==> src/rtl/tvp_consts.vh <==
/*
  Constants for the television PWM duty data register bank: register
  indices, byte addresses, field layouts, reset values and counter sizes.
  Assumes it is included by bare name from the bank's design files.
*/
`ifndef TVP_CONSTS_VH
`define TVP_CONSTS_VH

// ***************************************************************
// Register indices (byte address is four times the index, plus 100h for the channel 6 pair)
// ***************************************************************
`define TVP_IDX_CH11_HI    8'h00
`define TVP_IDX_CH11_LO    8'h01
`define TVP_IDX_CH5        8'h06
`define TVP_IDX_CH10       8'h0B
`define TVP_IDX_CH6_HI     8'h08
`define TVP_IDX_CH6_LO     8'h09
`define TVP_IDX_MODE       8'h0D

// ***************************************************************
// Byte addresses on the register bus
// ***************************************************************
`define TVP_AW             10
`define TVP_BANKF_BASE     10'h100
`define TVP_ADDR_STATUS    10'h200
`define TVP_ADDR_CH11_HI   {`TVP_IDX_CH11_HI, 2'b00}
`define TVP_ADDR_CH11_LO   {`TVP_IDX_CH11_LO, 2'b00}
`define TVP_ADDR_MODE      {`TVP_IDX_MODE, 2'b00}
`define TVP_ADDR_CH6_HI    (`TVP_BANKF_BASE | {`TVP_IDX_CH6_HI, 2'b00})
`define TVP_ADDR_CH6_LO    (`TVP_BANKF_BASE | {`TVP_IDX_CH6_LO, 2'b00})

// ***************************************************************
// Fields, reset values and bus answers
// ***************************************************************
`define TVP_MODE_BIT       7
`define TVP_DUTY_RST       6'h00
`define TVP_LOW_RST        8'h00
`define TVP_DUTY_MAX       6'h3F
`define TVP_RESP_OKAY      2'b00
`define TVP_RESP_SLVERR    2'b10

// ***************************************************************
// Counter sizes
// ***************************************************************
`define TVP_PRE_LAST       4'hF
`define TVP_CNT6_LAST      6'h3F
`define TVP_CNT14_TOP      14'h3FFF
`define TVP_CNT14_END      14'h0000
`define TVP_POS_TOP        7'h7F

`endif

==> src/rtl/tvp_chan6.v <==
/*
  One 6-bit PWM channel: holds the duty value in use for the running
  period and drives the registered output.
  Assumes the shared counters and period-end strobe come from the same clock.
*/
`timescale 1ns/1ps
`include "tvp_consts.vh"

module tvp_chan6 #(
  parameter W = 6
) (
  input  wire         i_clk,
  input  wire         i_rst_n,
  input  wire [W-1:0] i_duty,
  input  wire [W-1:0] i_cnt,
  input  wire         i_period_end,
  output reg          o_pwm,
  output reg  [W-1:0] o_active
);

  // ***************************************************************
  // Period-aligned duty and output
  // ***************************************************************
  reg [W-1:0] nxt_active;
  reg         nxt_pwm;

  // New duty only at the period boundary so no pulse is cut or doubled
  always @* begin
    nxt_active = o_active;
    if (i_period_end) begin
      nxt_active = i_duty;
    end
    nxt_pwm = (o_active == `TVP_DUTY_MAX) | (i_cnt < o_active);
  end

  always @(posedge i_clk) begin
    if (!i_rst_n) begin
      o_active <= `TVP_DUTY_RST;
      o_pwm    <= 1'b0;
    end else begin
      o_active <= nxt_active;
      o_pwm    <= nxt_pwm;
    end
  end

endmodule // tvp_chan6

==> src/rtl/tvp_pwm_bank.v <==
/*
  Duty data register bank for PWM channels 5 to 11 with its generators.
  Holds the 6-bit duty registers of channels 5 to 10, the split 14-bit
  ratio registers of channels 6 and 11, the channel 6 width select, and
  an AXI4-Lite slave through which software reaches them all.
  Assumes i_clk is the crystal clock and the outputs feed RC integrators
  through pin multiplexers that live elsewhere.
*/
// Design decision made here: the AXI4-Lite interface to the registers.
`timescale 1ns/1ps
`include "tvp_consts.vh"

module tvp_pwm_bank #(
  parameter AW = `TVP_AW
) (
  input  wire          i_clk,
  input  wire          i_rst_n,
  // AXI4-Lite write address
  input  wire          i_axi_awvalid,
  output wire          o_axi_awready,
  input  wire [AW-1:0] i_axi_awaddr,
  input  wire [2:0]    i_axi_awprot,
  // AXI4-Lite write data
  input  wire          i_axi_wvalid,
  output wire          o_axi_wready,
  input  wire [31:0]   i_axi_wdata,
  input  wire [3:0]    i_axi_wstrb,
  // AXI4-Lite write response
  output reg           o_axi_bvalid,
  input  wire          i_axi_bready,
  output reg  [1:0]    o_axi_bresp,
  // AXI4-Lite read address
  input  wire          i_axi_arvalid,
  output wire          o_axi_arready,
  input  wire [AW-1:0] i_axi_araddr,
  input  wire [2:0]    i_axi_arprot,
  // AXI4-Lite read data
  output reg           o_axi_rvalid,
  input  wire          i_axi_rready,
  output reg  [31:0]   o_axi_rdata,
  output reg  [1:0]    o_axi_rresp,
  // PWM outputs
  output wire          o_ch5_pwm,
  output reg           o_ch6_pwm,
  output wire          o_ch7_pwm,
  output wire          o_ch8_pwm,
  output wire          o_ch9_pwm,
  output wire          o_ch10_pwm,
  output reg           o_ch11_pwm
);

  // Channels 5 to 10 share one generator design
  localparam NCH = 6;

  // ***************************************************************
  // Software-visible storage
  // ***************************************************************
  reg [6*NCH-1:0] duty_ff;        // Channels 5..10, six bits each
  reg [5:0]       ch6_hi_ff;
  reg [7:0]       ch6_lo_ff;
  reg [5:0]       ch11_hi_ff;
  reg [7:0]       ch11_lo_ff;
  reg             mode14_ff;

  // ***************************************************************
  // Shared timebase
  // ***************************************************************
  reg  [3:0]  pre_ff;
  reg  [5:0]  cnt6_ff;
  reg  [13:0] cnt14_ff;
  wire        tick6;
  wire        end6;
  wire        end14;

  // Divide by 16, then count 64 steps for the 6-bit period
  assign tick6 = (pre_ff == `TVP_PRE_LAST);
  assign end6  = tick6 & (cnt6_ff == `TVP_CNT6_LAST);
  assign end14 = (cnt14_ff == `TVP_CNT14_END);

  // Counters free-run from reset so every channel shares one phase
  always @(posedge i_clk) begin
    if (!i_rst_n) begin
      pre_ff   <= 4'h0;
      cnt6_ff  <= 6'h00;
      cnt14_ff <= `TVP_CNT14_TOP;
    end else begin
      pre_ff <= pre_ff + 4'h1;
      if (tick6) begin
        cnt6_ff <= cnt6_ff + 6'h01;
      end
      // 14-bit down counter wraps from 0 back to 3FFFh
      if (end14) begin
        cnt14_ff <= `TVP_CNT14_TOP;
      end else begin
        cnt14_ff <= cnt14_ff - 14'h0001;
      end
    end
  end

  // ***************************************************************
  // 6-bit channels 5..10
  // ***************************************************************
  wire [NCH-1:0]   ch6_duty_short;

  // One generator per channel; the period-aligned duty stays inside it
  genvar g;
  generate
    for (g = 0; g < NCH; g = g + 1) begin : g_ch
      tvp_chan6 #(
        .W (6)
      ) u_chan (
        .i_clk        (i_clk),
        .i_rst_n      (i_rst_n),
        .i_duty       (duty_ff[6*g +: 6]),
        .i_cnt        (cnt6_ff),
        .i_period_end (end6),
        .o_pwm        (ch6_duty_short[g]),
        .o_active     ()
      );
    end
  endgenerate

  // Channel 6 leaves the row here: its pin follows the width select
  assign o_ch5_pwm  = ch6_duty_short[0];
  assign o_ch7_pwm  = ch6_duty_short[2];
  assign o_ch8_pwm  = ch6_duty_short[3];
  assign o_ch9_pwm  = ch6_duty_short[4];
  assign o_ch10_pwm = ch6_duty_short[5];

  // ***************************************************************
  // 14-bit channels 6 and 11
  // ***************************************************************
  // Ratios in use for the running 14-bit period
  reg [13:0] ch6_ratio_ff;
  reg [13:0] ch11_ratio_ff;

  // Bit-reversed slot number spreads the extra pulses evenly
  function [6:0] rev7;
    input [6:0] v;
    integer k;
    begin
      for (k = 0; k < 7; k = k + 1) begin
        rev7[k] = v[6-k];
      end
    end
  endfunction

  // Base pulse from bits 13..7, one extra step from bits 6..0
  // Limitation: the extra clock always sits at the end of the base pulse
  function gen14;
    input [13:0] ratio;
    input [13:0] cnt;
    reg   [6:0]  pos;
    begin
      pos   = `TVP_POS_TOP - cnt[6:0];
      gen14 = (pos < ratio[13:7]) |
              ((pos == ratio[13:7]) & (rev7(cnt[13:7]) < ratio[6:0]));
    end
  endfunction

  // Both bytes are taken together at the period end, so a ratio never changes mid-period
  always @(posedge i_clk) begin
    if (!i_rst_n) begin
      ch6_ratio_ff  <= 14'h0000;
      ch11_ratio_ff <= 14'h0000;
      o_ch6_pwm     <= 1'b0;
      o_ch11_pwm    <= 1'b0;
    end else begin
      if (end14) begin
        ch6_ratio_ff  <= {ch6_hi_ff, ch6_lo_ff};
        ch11_ratio_ff <= {ch11_hi_ff, ch11_lo_ff};
      end
      if (mode14_ff) begin
        o_ch6_pwm <= gen14(ch6_ratio_ff, cnt14_ff);
      end else begin
        o_ch6_pwm <= ch6_duty_short[1];
      end
      o_ch11_pwm <= gen14(ch11_ratio_ff, cnt14_ff);
    end
  end

  // ***************************************************************
  // AXI4-Lite write path
  // ***************************************************************
  reg          aw_hold_ff;
  reg          w_hold_ff;
  reg [AW-1:0] waddr_ff;
  reg [7:0]    wbyte_ff;
  reg          wlane_ff;
  wire         do_write;
  wire         wmapped;
  wire [AW-1:0] b_lo;
  wire [AW-1:0] b_hi;

  // Address and data are taken in either order, one write at a time
  assign o_axi_awready = ~aw_hold_ff & ~o_axi_bvalid;
  assign o_axi_wready  = ~w_hold_ff & ~o_axi_bvalid;
  assign do_write      = aw_hold_ff & w_hold_ff & ~o_axi_bvalid;
  assign b_lo          = {`TVP_IDX_CH5, 2'b00};
  assign b_hi          = {`TVP_IDX_CH10, 2'b00};

  // Status is mapped for reads; a write to it answers OKAY and changes nothing
  function mapped;
    input [AW-1:0] a;
    begin
      mapped = (a == `TVP_ADDR_CH11_HI) | (a == `TVP_ADDR_CH11_LO) |
               (a == `TVP_ADDR_MODE) | (a == `TVP_ADDR_CH6_HI) |
               (a == `TVP_ADDR_CH6_LO) | (a == `TVP_ADDR_STATUS) |
               ((a >= {`TVP_IDX_CH5, 2'b00}) & (a <= {`TVP_IDX_CH10, 2'b00}) &
                (a[1:0] == 2'b00));
    end
  endfunction

  // Decoded from the held address so the answer matches the store
  assign wmapped = mapped(waddr_ff);

  // Channels are held until both are in, then answered once
  always @(posedge i_clk) begin
    if (!i_rst_n) begin
      aw_hold_ff   <= 1'b0;
      w_hold_ff    <= 1'b0;
      waddr_ff     <= {AW{1'b0}};
      wbyte_ff     <= 8'h00;
      wlane_ff     <= 1'b0;
      o_axi_bvalid <= 1'b0;
      o_axi_bresp  <= `TVP_RESP_OKAY;
    end else begin
      if (o_axi_awready & i_axi_awvalid) begin
        aw_hold_ff <= 1'b1;
        waddr_ff   <= i_axi_awaddr;
      end
      if (o_axi_wready & i_axi_wvalid) begin
        w_hold_ff <= 1'b1;
        wbyte_ff  <= i_axi_wdata[7:0];
        wlane_ff  <= i_axi_wstrb[0];
      end
      if (do_write) begin
        aw_hold_ff   <= 1'b0;
        w_hold_ff    <= 1'b0;
        o_axi_bvalid <= 1'b1;
        o_axi_bresp  <= wmapped ? `TVP_RESP_OKAY : `TVP_RESP_SLVERR;
      end else if (o_axi_bvalid & i_axi_bready) begin
        o_axi_bvalid <= 1'b0;
      end
    end
  end

  // ***************************************************************
  // Register writes
  // ***************************************************************
  wire       wr_en;
  wire [3:0] wslot;
  wire [7:0] wslot_wide;

  // A write with byte lane 0 off is answered but stores nothing
  // Slot is reckoned at index width and cut to the four bits a slot needs
  assign wr_en      = do_write & wlane_ff;
  assign wslot_wide = {4'h0, waddr_ff[5:2]} - `TVP_IDX_CH5;
  assign wslot      = wslot_wide[3:0];

  // Only the value bits are stored; reserved bits ignore writes
  always @(posedge i_clk) begin
    if (!i_rst_n) begin
      duty_ff    <= {NCH{`TVP_DUTY_RST}};
      ch6_hi_ff  <= `TVP_DUTY_RST;
      ch11_hi_ff <= `TVP_DUTY_RST;
      ch6_lo_ff  <= `TVP_LOW_RST;
      ch11_lo_ff <= `TVP_LOW_RST;
      mode14_ff  <= 1'b0;
    end else if (wr_en) begin
      if (waddr_ff == `TVP_ADDR_CH11_HI) begin
        ch11_hi_ff <= wbyte_ff[5:0];
      end
      if (waddr_ff == `TVP_ADDR_CH11_LO) begin
        ch11_lo_ff <= wbyte_ff;
      end
      if (waddr_ff == `TVP_ADDR_CH6_HI) begin
        ch6_hi_ff <= wbyte_ff[5:0];
      end
      if (waddr_ff == `TVP_ADDR_CH6_LO) begin
        ch6_lo_ff <= wbyte_ff;
      end
      if (waddr_ff == `TVP_ADDR_MODE) begin
        mode14_ff <= wbyte_ff[`TVP_MODE_BIT];
      end
      if ((waddr_ff >= b_lo) & (waddr_ff <= b_hi) & (waddr_ff[1:0] == 2'b00)) begin
        duty_ff[6*wslot +: 6] <= wbyte_ff[5:0];
      end
    end
  end

  // ***************************************************************
  // AXI4-Lite read path
  // ***************************************************************
  reg  [31:0] nxt_rdata;
  wire [3:0]  rslot;
  wire [7:0]  rslot_wide;
  wire [31:0] status_word;

  // One read in flight: a new address waits until the data is taken
  assign o_axi_arready = ~o_axi_rvalid;
  assign rslot_wide    = {4'h0, i_axi_araddr[5:2]} - `TVP_IDX_CH5;
  assign rslot         = rslot_wide[3:0];

  // Live counters and pin levels, packed to the status layout
  assign status_word = {2'b00, cnt6_ff, 2'b00, cnt14_ff, 1'b0,
                        o_ch11_pwm, o_ch6_pwm, ch6_duty_short[5], ch6_duty_short[4],
                        ch6_duty_short[3], ch6_duty_short[2], ch6_duty_short[0]};

  // Reserved bits read as zero; status shows the live counters
  always @* begin
    nxt_rdata = 32'h0000_0000;
    if ((i_axi_araddr >= b_lo) & (i_axi_araddr <= b_hi)) begin
      nxt_rdata[5:0] = duty_ff[6*rslot +: 6];
    end
    case (i_axi_araddr)
      `TVP_ADDR_CH11_HI: nxt_rdata[5:0] = ch11_hi_ff;
      `TVP_ADDR_CH11_LO: nxt_rdata[7:0] = ch11_lo_ff;
      `TVP_ADDR_CH6_HI:  nxt_rdata[5:0] = ch6_hi_ff;
      `TVP_ADDR_CH6_LO:  nxt_rdata[7:0] = ch6_lo_ff;
      `TVP_ADDR_MODE:    nxt_rdata[`TVP_MODE_BIT] = mode14_ff;
      `TVP_ADDR_STATUS:  nxt_rdata = status_word;
      default:           nxt_rdata = nxt_rdata;
    endcase
  end

  // Data is registered at the address edge and held until rready
  always @(posedge i_clk) begin
    if (!i_rst_n) begin
      o_axi_rvalid <= 1'b0;
      o_axi_rdata  <= 32'h0000_0000;
      o_axi_rresp  <= `TVP_RESP_OKAY;
    end else if (o_axi_arready & i_axi_arvalid) begin
      o_axi_rvalid <= 1'b1;
      o_axi_rdata  <= mapped(i_axi_araddr) ? nxt_rdata : 32'h0000_0000;
      o_axi_rresp  <= mapped(i_axi_araddr) ? `TVP_RESP_OKAY : `TVP_RESP_SLVERR;
    end else if (o_axi_rvalid & i_axi_rready) begin
      o_axi_rvalid <= 1'b0;
    end
  end

endmodule // tvp_pwm_bank

==> config.mk <==
export PLATFORM = sky130hd
export DESIGN_NAME = tvp_pwm_bank
export DESIGN_NICKNAME = d
export VERILOG_FILES = /design/src/rtl/tvp_chan6.v /design/src/rtl/tvp_pwm_bank.v
export VERILOG_INCLUDE_DIRS = /design/src /design/src/rtl
export SDC_FILE = /design/constraint.sdc
export NUM_CORES = 1
export LEC_CHECK = 0
export ABC_AREA = 1
export BUFFER_PORTS_ARGS = -buffer_cell sky130_fd_sc_hd__buf_2
export CAP_MARGIN = 5
export CELL_PAD_IN_SITES_DETAIL_PLACEMENT = 1
export CELL_PAD_IN_SITES_GLOBAL_PLACEMENT = 2
export CORE_MARGIN = 2
export CORE_UTILIZATION = 34
export CTS_BUF_LIST = sky130_fd_sc_hd__clkbuf_16
export CTS_CLUSTER_DIAMETER = 200
export DETAILED_ROUTE_END_ITERATION = 6
export PLACE_DENSITY = 0.86
export SLEW_MARGIN = 0
export SYNTH_ARGS = -nofsm -noshare
export SYNTH_HDL_FRONTEND = slang
export SYNTH_HIERARCHICAL = 1
export SYNTH_SLANG_ARGS = --single-unit
==> constraint.sdc <==
create_clock -name i_clk -period 4.16 [get_ports i_clk]
set_clock_uncertainty 0.2 [all_clocks]
set_input_delay 0.832 -clock i_clk [delete_from_list [all_inputs] [get_ports i_clk]]
set_output_delay 0.832 -clock i_clk [all_outputs]
set_load 0.02 [all_outputs]
* After elaboration in Yosys (flattened, before gate mapping) *
Cells that the tools add are included.
Widths: inputs -> output; s select.

word-level totals
  output and inout port bits = 48
  bits of input ports = 69
  flip-flop bits (word level) = 220
  word-level logic and storage cells = 152

cells by class
  reduce and logical (&&, ||, !) cells = 15
  bitwise gates (word level) = 42
  multiplexer cells = 14
  eq/ne operators = 20
  shifts and indexed selects = 3
  multiply operators = 2
  $lt $le $gt $ge = 14
  add/subtract/negate cells = 7

operators with widths
  kind                     count
  $eq 6x6->1 const B       7
  $eq 10x9->1 const B      4
  $bwmux 36                1
  $lt 6x6->1               6
  $shift 6x34->36 const A  1
  $shiftx 36x8->6          1
  $shiftx 6x34->36         1
  $neg 7->34               1
  $mux 32                  1
  $pmux 6 s5               1
  $lt 7x7->1               4
  $mux 22                  1
  $eq 10x10->1 const B     2
  $eq 10x3->1 const B      2
  $eq 10x6->1 const B      2
  $ge 10x5->1 const B      2
  $le 10x6->1 const B      2
  $logic_not 10->1         2
  $or 1x1->1               20
  $and 1x1->1              17
  $eq 7x7->1               2
  $logic_not 14->1         1
  $sub 14x1->14 const B    1
  $mul 2x4->6 const A      2
  other kinds (14)         33

* Logic depth before layout (Yosys ltp) *
  depth after elaboration = 8
  depth in mapped cells = 20
  mapped depth without buffers = 20

* By module *
The synthesis kept the hierarchy.

by module, submodules not included
  module        area each (um^2)  instances  cells each  sequential area each (um^2)
  tvp_pwm_bank  9,237.6           1          1,289       3,443.3
  tvp_chan6     392.9             6          55          140.1

* Least setup slack after synthesis *
OpenSTA, ideal clock, no wires.

  path kind = flip-flop to flip-flop
  start = reg waddr_ff[3]
  end = reg duty_ff[20]
  path slack = 983 ps
  stages on the path, launching flop included = 19
  path buffers = 0
  library setup time = 113 ps
  data required time = 3,847 ps
  data arrival time = 2,864 ps
  period minus slack after synthesis = 3,177 ps
  path through = dfxtp_1 > inv_2 > ha_1 > inv_1 > ha_1 > nand2_1 > nand3b_1 > nand2_1 > nand2_1 > nand2_1 > nor2_1 > ha_1 > nand2_1 > inv_2 > nand2_8 > nand2_2 > nand2_2 > nor2_1 > nor2_1

on the way
  longest elaborated chain between the ends = 5
  elaborated cells on any way between the ends = 11
  those cells by class = add/sub (2); mul (1); order compare (2); shift (2); mux (1); bitwise (2); reduce/logical (1)

ends and longest elaborated chain
  element                                              line                source
  start: declaration                                   tvp_pwm_bank.v:187  reg [AW-1:0] waddr_ff;
  start signal: assignment                             tvp_pwm_bank.v:222  waddr_ff <= {AW{1'b0}};
  start signal: assignment                             tvp_pwm_bank.v:230  waddr_ff <= i_axi_awaddr;
  $sub 4x3->4 (no line)                                --
  $mul 2x4->6                                          tvp_pwm_bank.v:287  duty_ff[6*wslot +: 6] <= wbyte_ff[5:0];
  $neg 7->34                                           tvp_pwm_bank.v:287
  $shiftx 6x34->36 or $shift 6x34->36 (tied branches)  tvp_pwm_bank.v:287
  $bwmux 36                                            tvp_pwm_bank.v:287
  end signal: assignment                               tvp_pwm_bank.v:264  duty_ff <= {NCH{`TVP_DUTY_RST}};
  end signal: indexed assignment                       tvp_pwm_bank.v:287
  end: declaration                                     tvp_pwm_bank.v:58   reg [6*NCH-1:0] duty_ff;

Parallel ways exist; a longest one is shown, timed or not.
A chain may end at the register's enable or synchronous reset.

* Final worst setup path *
  start = reg waddr_ff[3]
  end = reg duty_ff[12]

Same word-level chain as after synthesis.

==> report_table.html <==
<table>
<tr><th>Metric</th><th>Value</th></tr>
<tr><th colspan="2">Die</th></tr>
<tr><td>Initial core utilization</td><td>0.346</td></tr>
<tr><td>Core ar.</td><td>33,500 um2</td></tr>
<tr><td>Number of top-level pins</td><td>117</td></tr>
<tr><td>Die height</td><td>around 190 um</td></tr>
<tr><td>Horizontal die dimension</td><td>189 um</td></tr>
<tr><td>Floorplan row count</td><td>67</td></tr>
<tr><td>Floorplan die area</td><td>35,600 um2</td></tr>
<tr><th colspan="2">Timing</th></tr>
<tr><td>Post-route worst setup slack</td><td>around 0.44 ns</td></tr>
<tr><td>Normalized max-slew margin</td><td>0.184</td></tr>
<tr><td>Unrepaired setup endpoints after global routing</td><td>false</td></tr>
<tr><td>Transition time at the pin with the least slew margin</td><td>between 1 and 1.5 ns</td></tr>
<tr><td>Number of max-slew violations in the final report</td><td>0</td></tr>
<tr><td>Period utilisation layout</td><td>0.894</td></tr>
<tr><td>Aggregate negative setup slack</td><td>0 ns</td></tr>
<tr><td>Post-route minimum period</td><td>approximately 3.7 ns</td></tr>
<tr><td>Final setup viols</td><td>0</td></tr>
<tr><td>Highest attainable clock frequency</td><td>0.269 GHz</td></tr>
<tr><td>Final hold violation count</td><td>0</td></tr>
<tr><th colspan="2">Critical path</th></tr>
<tr><td>Critical Path Max Stage Delay</td><td>0.50 ns</td></tr>
<tr><td>Setup slack of the worst register-to-register path</td><td>roughly 0.44 ns</td></tr>
<tr><td>Reg2reg path depth</td><td>17</td></tr>
<tr><td>Levels on crit path</td><td>17</td></tr>
<tr><td>Buffers plus inverters on the worst setup path</td><td>3</td></tr>
<tr><td>Top delay family on crit path</td><td>adder cells</td></tr>
<tr><td>Maximum net fanout on the critical path</td><td>7</td></tr>
<tr><td>Capture instance of the worst register-to-register path</td><td>duty_ff[12]$_SDFFE_PN0P_</td></tr>
<tr><td>Critical-path cell list</td><td>inv_2 &gt; ha_1 &gt; inv_1 &gt; ha_1 &gt; nand2_1 &gt; nand3b_1 &gt; nand2_1 &gt; nand2_1 &gt; nand2_1 &gt; nor2_1 &gt; ha_1 &gt; nand2_1 &gt; inv_2 &gt; nand2_8 &gt; nor2_4 &gt; o21ai_1 &gt; a21oi_1</td></tr>
<tr><td>Startpoint-to-endpoint class of the critical path</td><td>register to register</td></tr>
<tr><td>Worst path slowest cell</td><td>sky130_fd_sc_hd__dfxtp_1</td></tr>
<tr><td>Required time of the worst setup path</td><td>4.40 ns</td></tr>
<tr><td>Worst EP arrival</td><td>around 4.0 ns</td></tr>
<tr><td>Crit path to</td><td>duty_ff[12]$_SDFFE_PN0P_</td></tr>
<tr><td>Worst Setup SP</td><td>waddr_ff[3]$_SDFFE_PN0P_</td></tr>
<tr><td>Crit path launch type</td><td>register</td></tr>
<tr><td>Setup crit end kind</td><td>register</td></tr>
<tr><td>Worst reg2reg startpoint</td><td>waddr_ff[3]$_SDFFE_PN0P_</td></tr>
<tr><td>Most numerous cell on the critical path</td><td>sky130_fd_sc_hd__nand2_1</td></tr>
<tr><th colspan="2">Clock network</th></tr>
<tr><td>Setup Fix Bufs, Post-CTS</td><td>0</td></tr>
<tr><td>Post-CTS Resized</td><td>0</td></tr>
<tr><td>CTS tree</td><td>yes</td></tr>
<tr><td>Total of hold buffers inserted after clock tree synthesis</td><td>0</td></tr>
<tr><td>Total clock sinks</td><td>about 210</td></tr>
<tr><td>CTS H-Tree Depth</td><td>1</td></tr>
<tr><td>Deepest clock path buffer count</td><td>3</td></tr>
<tr><td>Clk Latency, worst-skew pair</td><td>0.52 ns</td></tr>
<tr><td>TritonCTS Buffers</td><td>25</td></tr>
<tr><td>Root buf cell</td><td>sky130_fd_sc_hd__clkbuf_16</td></tr>
<tr><td>Post-CTS clock slew at the launch and capture registers of the worst setup and hold paths</td><td>approximately 0.06 ns</td></tr>
<tr><th colspan="2">Place</th></tr>
<tr><td>Input/output buffers</td><td>77</td></tr>
<tr><td>Final GP Congestion</td><td>0.859</td></tr>
<tr><td>HPWL after detailed placement</td><td>26,200 um</td></tr>
<tr><td>Post-detailed-placement cell area</td><td>around 12,000 um2</td></tr>
<tr><td>Minimum setup slack after placement</td><td>0.443 ns</td></tr>
<tr><td>Number of instances in the placed design</td><td>2,099</td></tr>
<tr><th colspan="2">Synthesis</th></tr>
<tr><td>Mean Syn Cell Area</td><td>slightly above 7 um2</td></tr>
<tr><td>Cells after synthesis</td><td>between 1,500 and 2,000</td></tr>
<tr><td>Sequential cell area fraction in the yosys report</td><td>0.369</td></tr>
<tr><td>Number of unique standard cell types used by synthesis</td><td>between 40 and 50</td></tr>
<tr><td>Area of the mapped netlist</td><td>between 10,000 and 15,000 um2</td></tr>
<tr><td>Flop and latch count out of synthesis</td><td>214</td></tr>
<tr><td>Yosys warning total</td><td>6</td></tr>
<tr><th colspan="2">Power and ir drop</th></tr>
<tr><td>Overall power of the completed layout</td><td>about 0.0052 W</td></tr>
<tr><td>Static power due to leakage</td><td>5.56 nW</td></tr>
<tr><td>Pwr dens</td><td>a little under 400 nW/um2</td></tr>
<tr><td>Worst supply voltage drop on vdd</td><td>0.282 mV</td></tr>
<tr><th colspan="2">Hold path</th></tr>
<tr><td>Type of the worst min-delay path</td><td>register to register</td></tr>
<tr><th colspan="2">Final layout</th></tr>
<tr><td>Final instance count without filler cells</td><td>2,143</td></tr>
<tr><td>Final nets</td><td>1,821</td></tr>
<tr><td>Total inserted antenna cells</td><td>0</td></tr>
<tr><td>Post-route design area</td><td>13,200 um2</td></tr>
<tr><td>Fraction of final layout cells with drive strength greater than 1</td><td>0.119</td></tr>
<tr><td>Area added between synthesis and finish</td><td>13.5%</td></tr>
<tr><th colspan="2">Routing</th></tr>
<tr><td>1st-iter DRT viols</td><td>430</td></tr>
<tr><td>DRC violation count after routing</td><td>0</td></tr>
<tr><td>Detailed-route via count</td><td>10,600</td></tr>
<tr><td>Detailed-route wire length per cell</td><td>16.1 um</td></tr>
<tr><td>Detailed Routing Iterations Pass 1</td><td>4</td></tr>
<tr><td>WL final</td><td>34,500 um</td></tr>
<tr><td>Residual antenna-violating net count after detailed routing</td><td>0</td></tr>
<tr><td>Mean number of vias per cell</td><td>4.97</td></tr>
<tr><th colspan="2">Run status</th></tr>
<tr><td>Status</td><td>finished clean</td></tr>
<tr><th colspan="2">Global route</th></tr>
<tr><td>Maximum number of pins on one net before global-route repair</td><td>roughly 180</td></tr>
<tr><td>Global-route wire length before repair</td><td>56,300 um</td></tr>
<tr><td>Vias in the first global route</td><td>about 11,000</td></tr>
<tr><td>Total congestion overflow after global routing</td><td>0</td></tr>
<tr><td>Overall track demand over capacity in global routing</td><td>0.195</td></tr>
<tr><td>Initial antenna violation count</td><td>0</td></tr>
<tr><th colspan="2">Run</th></tr>
<tr><td>Reported max-cap violation count</td><td>0</td></tr>
</table>
-- cells by family (layout without fill, tap and decap cells) --
family / Yosys count / count (layout) / share of synthesized area
AO/OA/AOI/OAI: 404 / 404 / 0.185
XOR/XNOR: 10 / 10 / 0.00755
adder cells (fa/ha/maj): 73 / 73 / 0.0788
buffers and inverters: 290 / 361 / 0.101
flip-flops: 214 / 214 / 0.369
other: 1 / 6 / 0.000323
AND/OR/NAND/NOR: 627 / 627 / 0.258
-- layout make-up --
type / instances / area [um2]
fill: 4255 / 20400
multi-input combinational: 1120 / 6160
sequential: 214 / 4280
inverter: 232 / 878
clock buffer: 25 / 626
tap: 448 / 561
timing repair buffer: 86 / 488
clock inverter: 18 / 168
-- sequential cells by signal (all words and copies together) (netlist names), 4 cells and up --
| name | count |
|---|---|
| g_ch.u_chan/o_pwm | 6 |
| cnt6_ff | 6 |
| wbyte_ff | 8 |
| cnt14_ff | 14 |
| ch6_ratio_ff | 14 |
| o_axi_rdata | 28 |
| ch6_lo_ff | 8 |
| ch11_lo_ff | 8 |
| duty_ff | 36 |
| ch6_hi_ff | 6 |
| pre_ff | 4 |
| ch11_hi_ff | 6 |
| waddr_ff | 10 |
| g_ch.u_chan/o_active | 36 |
| ch11_ratio_ff | 14 |
-- cell usage after synthesis (all sizes together) --
library cell,instances,share of area
xor2,4,0.0030
clkinv,2,0.00065
clkbuf,32,0.012
nand4,18,0.0097
nor3,10,0.0047
nand3,98,0.050
and3,1,0.00054
o21bai,1,0.00065
nand3b,5,0.0032
dfxtp,214,0.37
inv,230,0.075
o41ai,1,0.00076
o31ai,2,0.0013
conb,1,0.00032
ha,73,0.079
o21ai,174,0.075
o22ai,6,0.0032
nand2,325,0.12
nor2,156,0.064
o211ai,5,0.0032
xnor2,6,0.0045
buf,26,0.013
a31oi,3,0.0016
nor4,7,0.0049
a21oi,193,0.086
a211oi,7,0.0045
o221ai,4,0.0030
o21a,8,0.0052
or2,7,0.0038
-- worst register-to-register path, stage by stage, from the launching register on --
cell and delay (ns):
sky130_fd_sc_hd__dfxtp_1 0.50, sky130_fd_sc_hd__inv_2 0.15, sky130_fd_sc_hd__ha_1 0.36, sky130_fd_sc_hd__inv_1 0.10
sky130_fd_sc_hd__ha_1 0.37, sky130_fd_sc_hd__nand2_1 0.06, sky130_fd_sc_hd__nand3b_1 0.20, sky130_fd_sc_hd__nand2_1 0.10
sky130_fd_sc_hd__nand2_1 0.05, sky130_fd_sc_hd__nand2_1 0.15, sky130_fd_sc_hd__nor2_1 0.06, sky130_fd_sc_hd__ha_1 0.39
sky130_fd_sc_hd__nand2_1 0.18, sky130_fd_sc_hd__inv_2 0.22, sky130_fd_sc_hd__nand2_8 0.12, sky130_fd_sc_hd__nor2_4 0.17
sky130_fd_sc_hd__o21ai_1 0.08, sky130_fd_sc_hd__a21oi_1 0.16
-- per-stage QoR --
stage                     utilization  hold WS, ns
after global routing            0.393        0.276
after floorplan                     -        0.212
after detailed placement        0.368        0.244
final                           0.393        0.250
after CTS                       0.392        0.258
after global placement          0.368        0.228
-- layer usage --
layer  global-route usage  wire length [um]
met5                    0                 0
met4               0.0589              1040
met3               0.0214              1070
met2                0.326             15700
met1                0.262             16700
-- how the worst min path moves through the flow --
stage	startpoint	endpoint	slack [ns]	depth (start not counted)
2_1_floorplan	cnt14_ff[0]$_SDFF_PP1_	cnt14_ff[0]$_SDFF_PP1_	0.21	1
6_report	pre_ff[0]$_SDFF_PN0_	pre_ff[0]$_SDFF_PN0_	0.25	1
4_1_cts	pre_ff[0]$_SDFF_PN0_	pre_ff[0]$_SDFF_PN0_	0.26	1
3_5_place_dp	pre_ff[0]$_SDFF_PN0_	pre_ff[0]$_SDFF_PN0_	0.24	1
3_3_place_gp	pre_ff[0]$_SDFF_PN0_	pre_ff[0]$_SDFF_PN0_	0.23	1
5_1_grt	ch6_ratio_ff[13]$_SDFFE_PN0P_	ch6_ratio_ff[13]$_SDFFE_PN0P_	0.28	2
-- cells in the final DEF (no fill, tap or decap), drive strengths merged, types with 6 or more instances in the layout --
cell	instances
o21a	8
xnor2	6
nand2	325
nand3	98
dfxtp	214
nor2	156
a211oi	7
nor3	10
clkbuf	25
conb	6
a21oi	193
nand4	18
buf	86
or2	7
nor4	7
o22ai	6
ha	73
o21ai	174
clkinv	8
inv	237
-- power by group --
part / internal, W / leakage (nW) / switching, W
Sequential: 0.00209 / 1.73 / 0.0000388
Clock: 0.00127 / 0.403 / 0.000869
Combinational: 0.000252 / 3.42 / 0.000637
(Power assumes the default switching activity.)
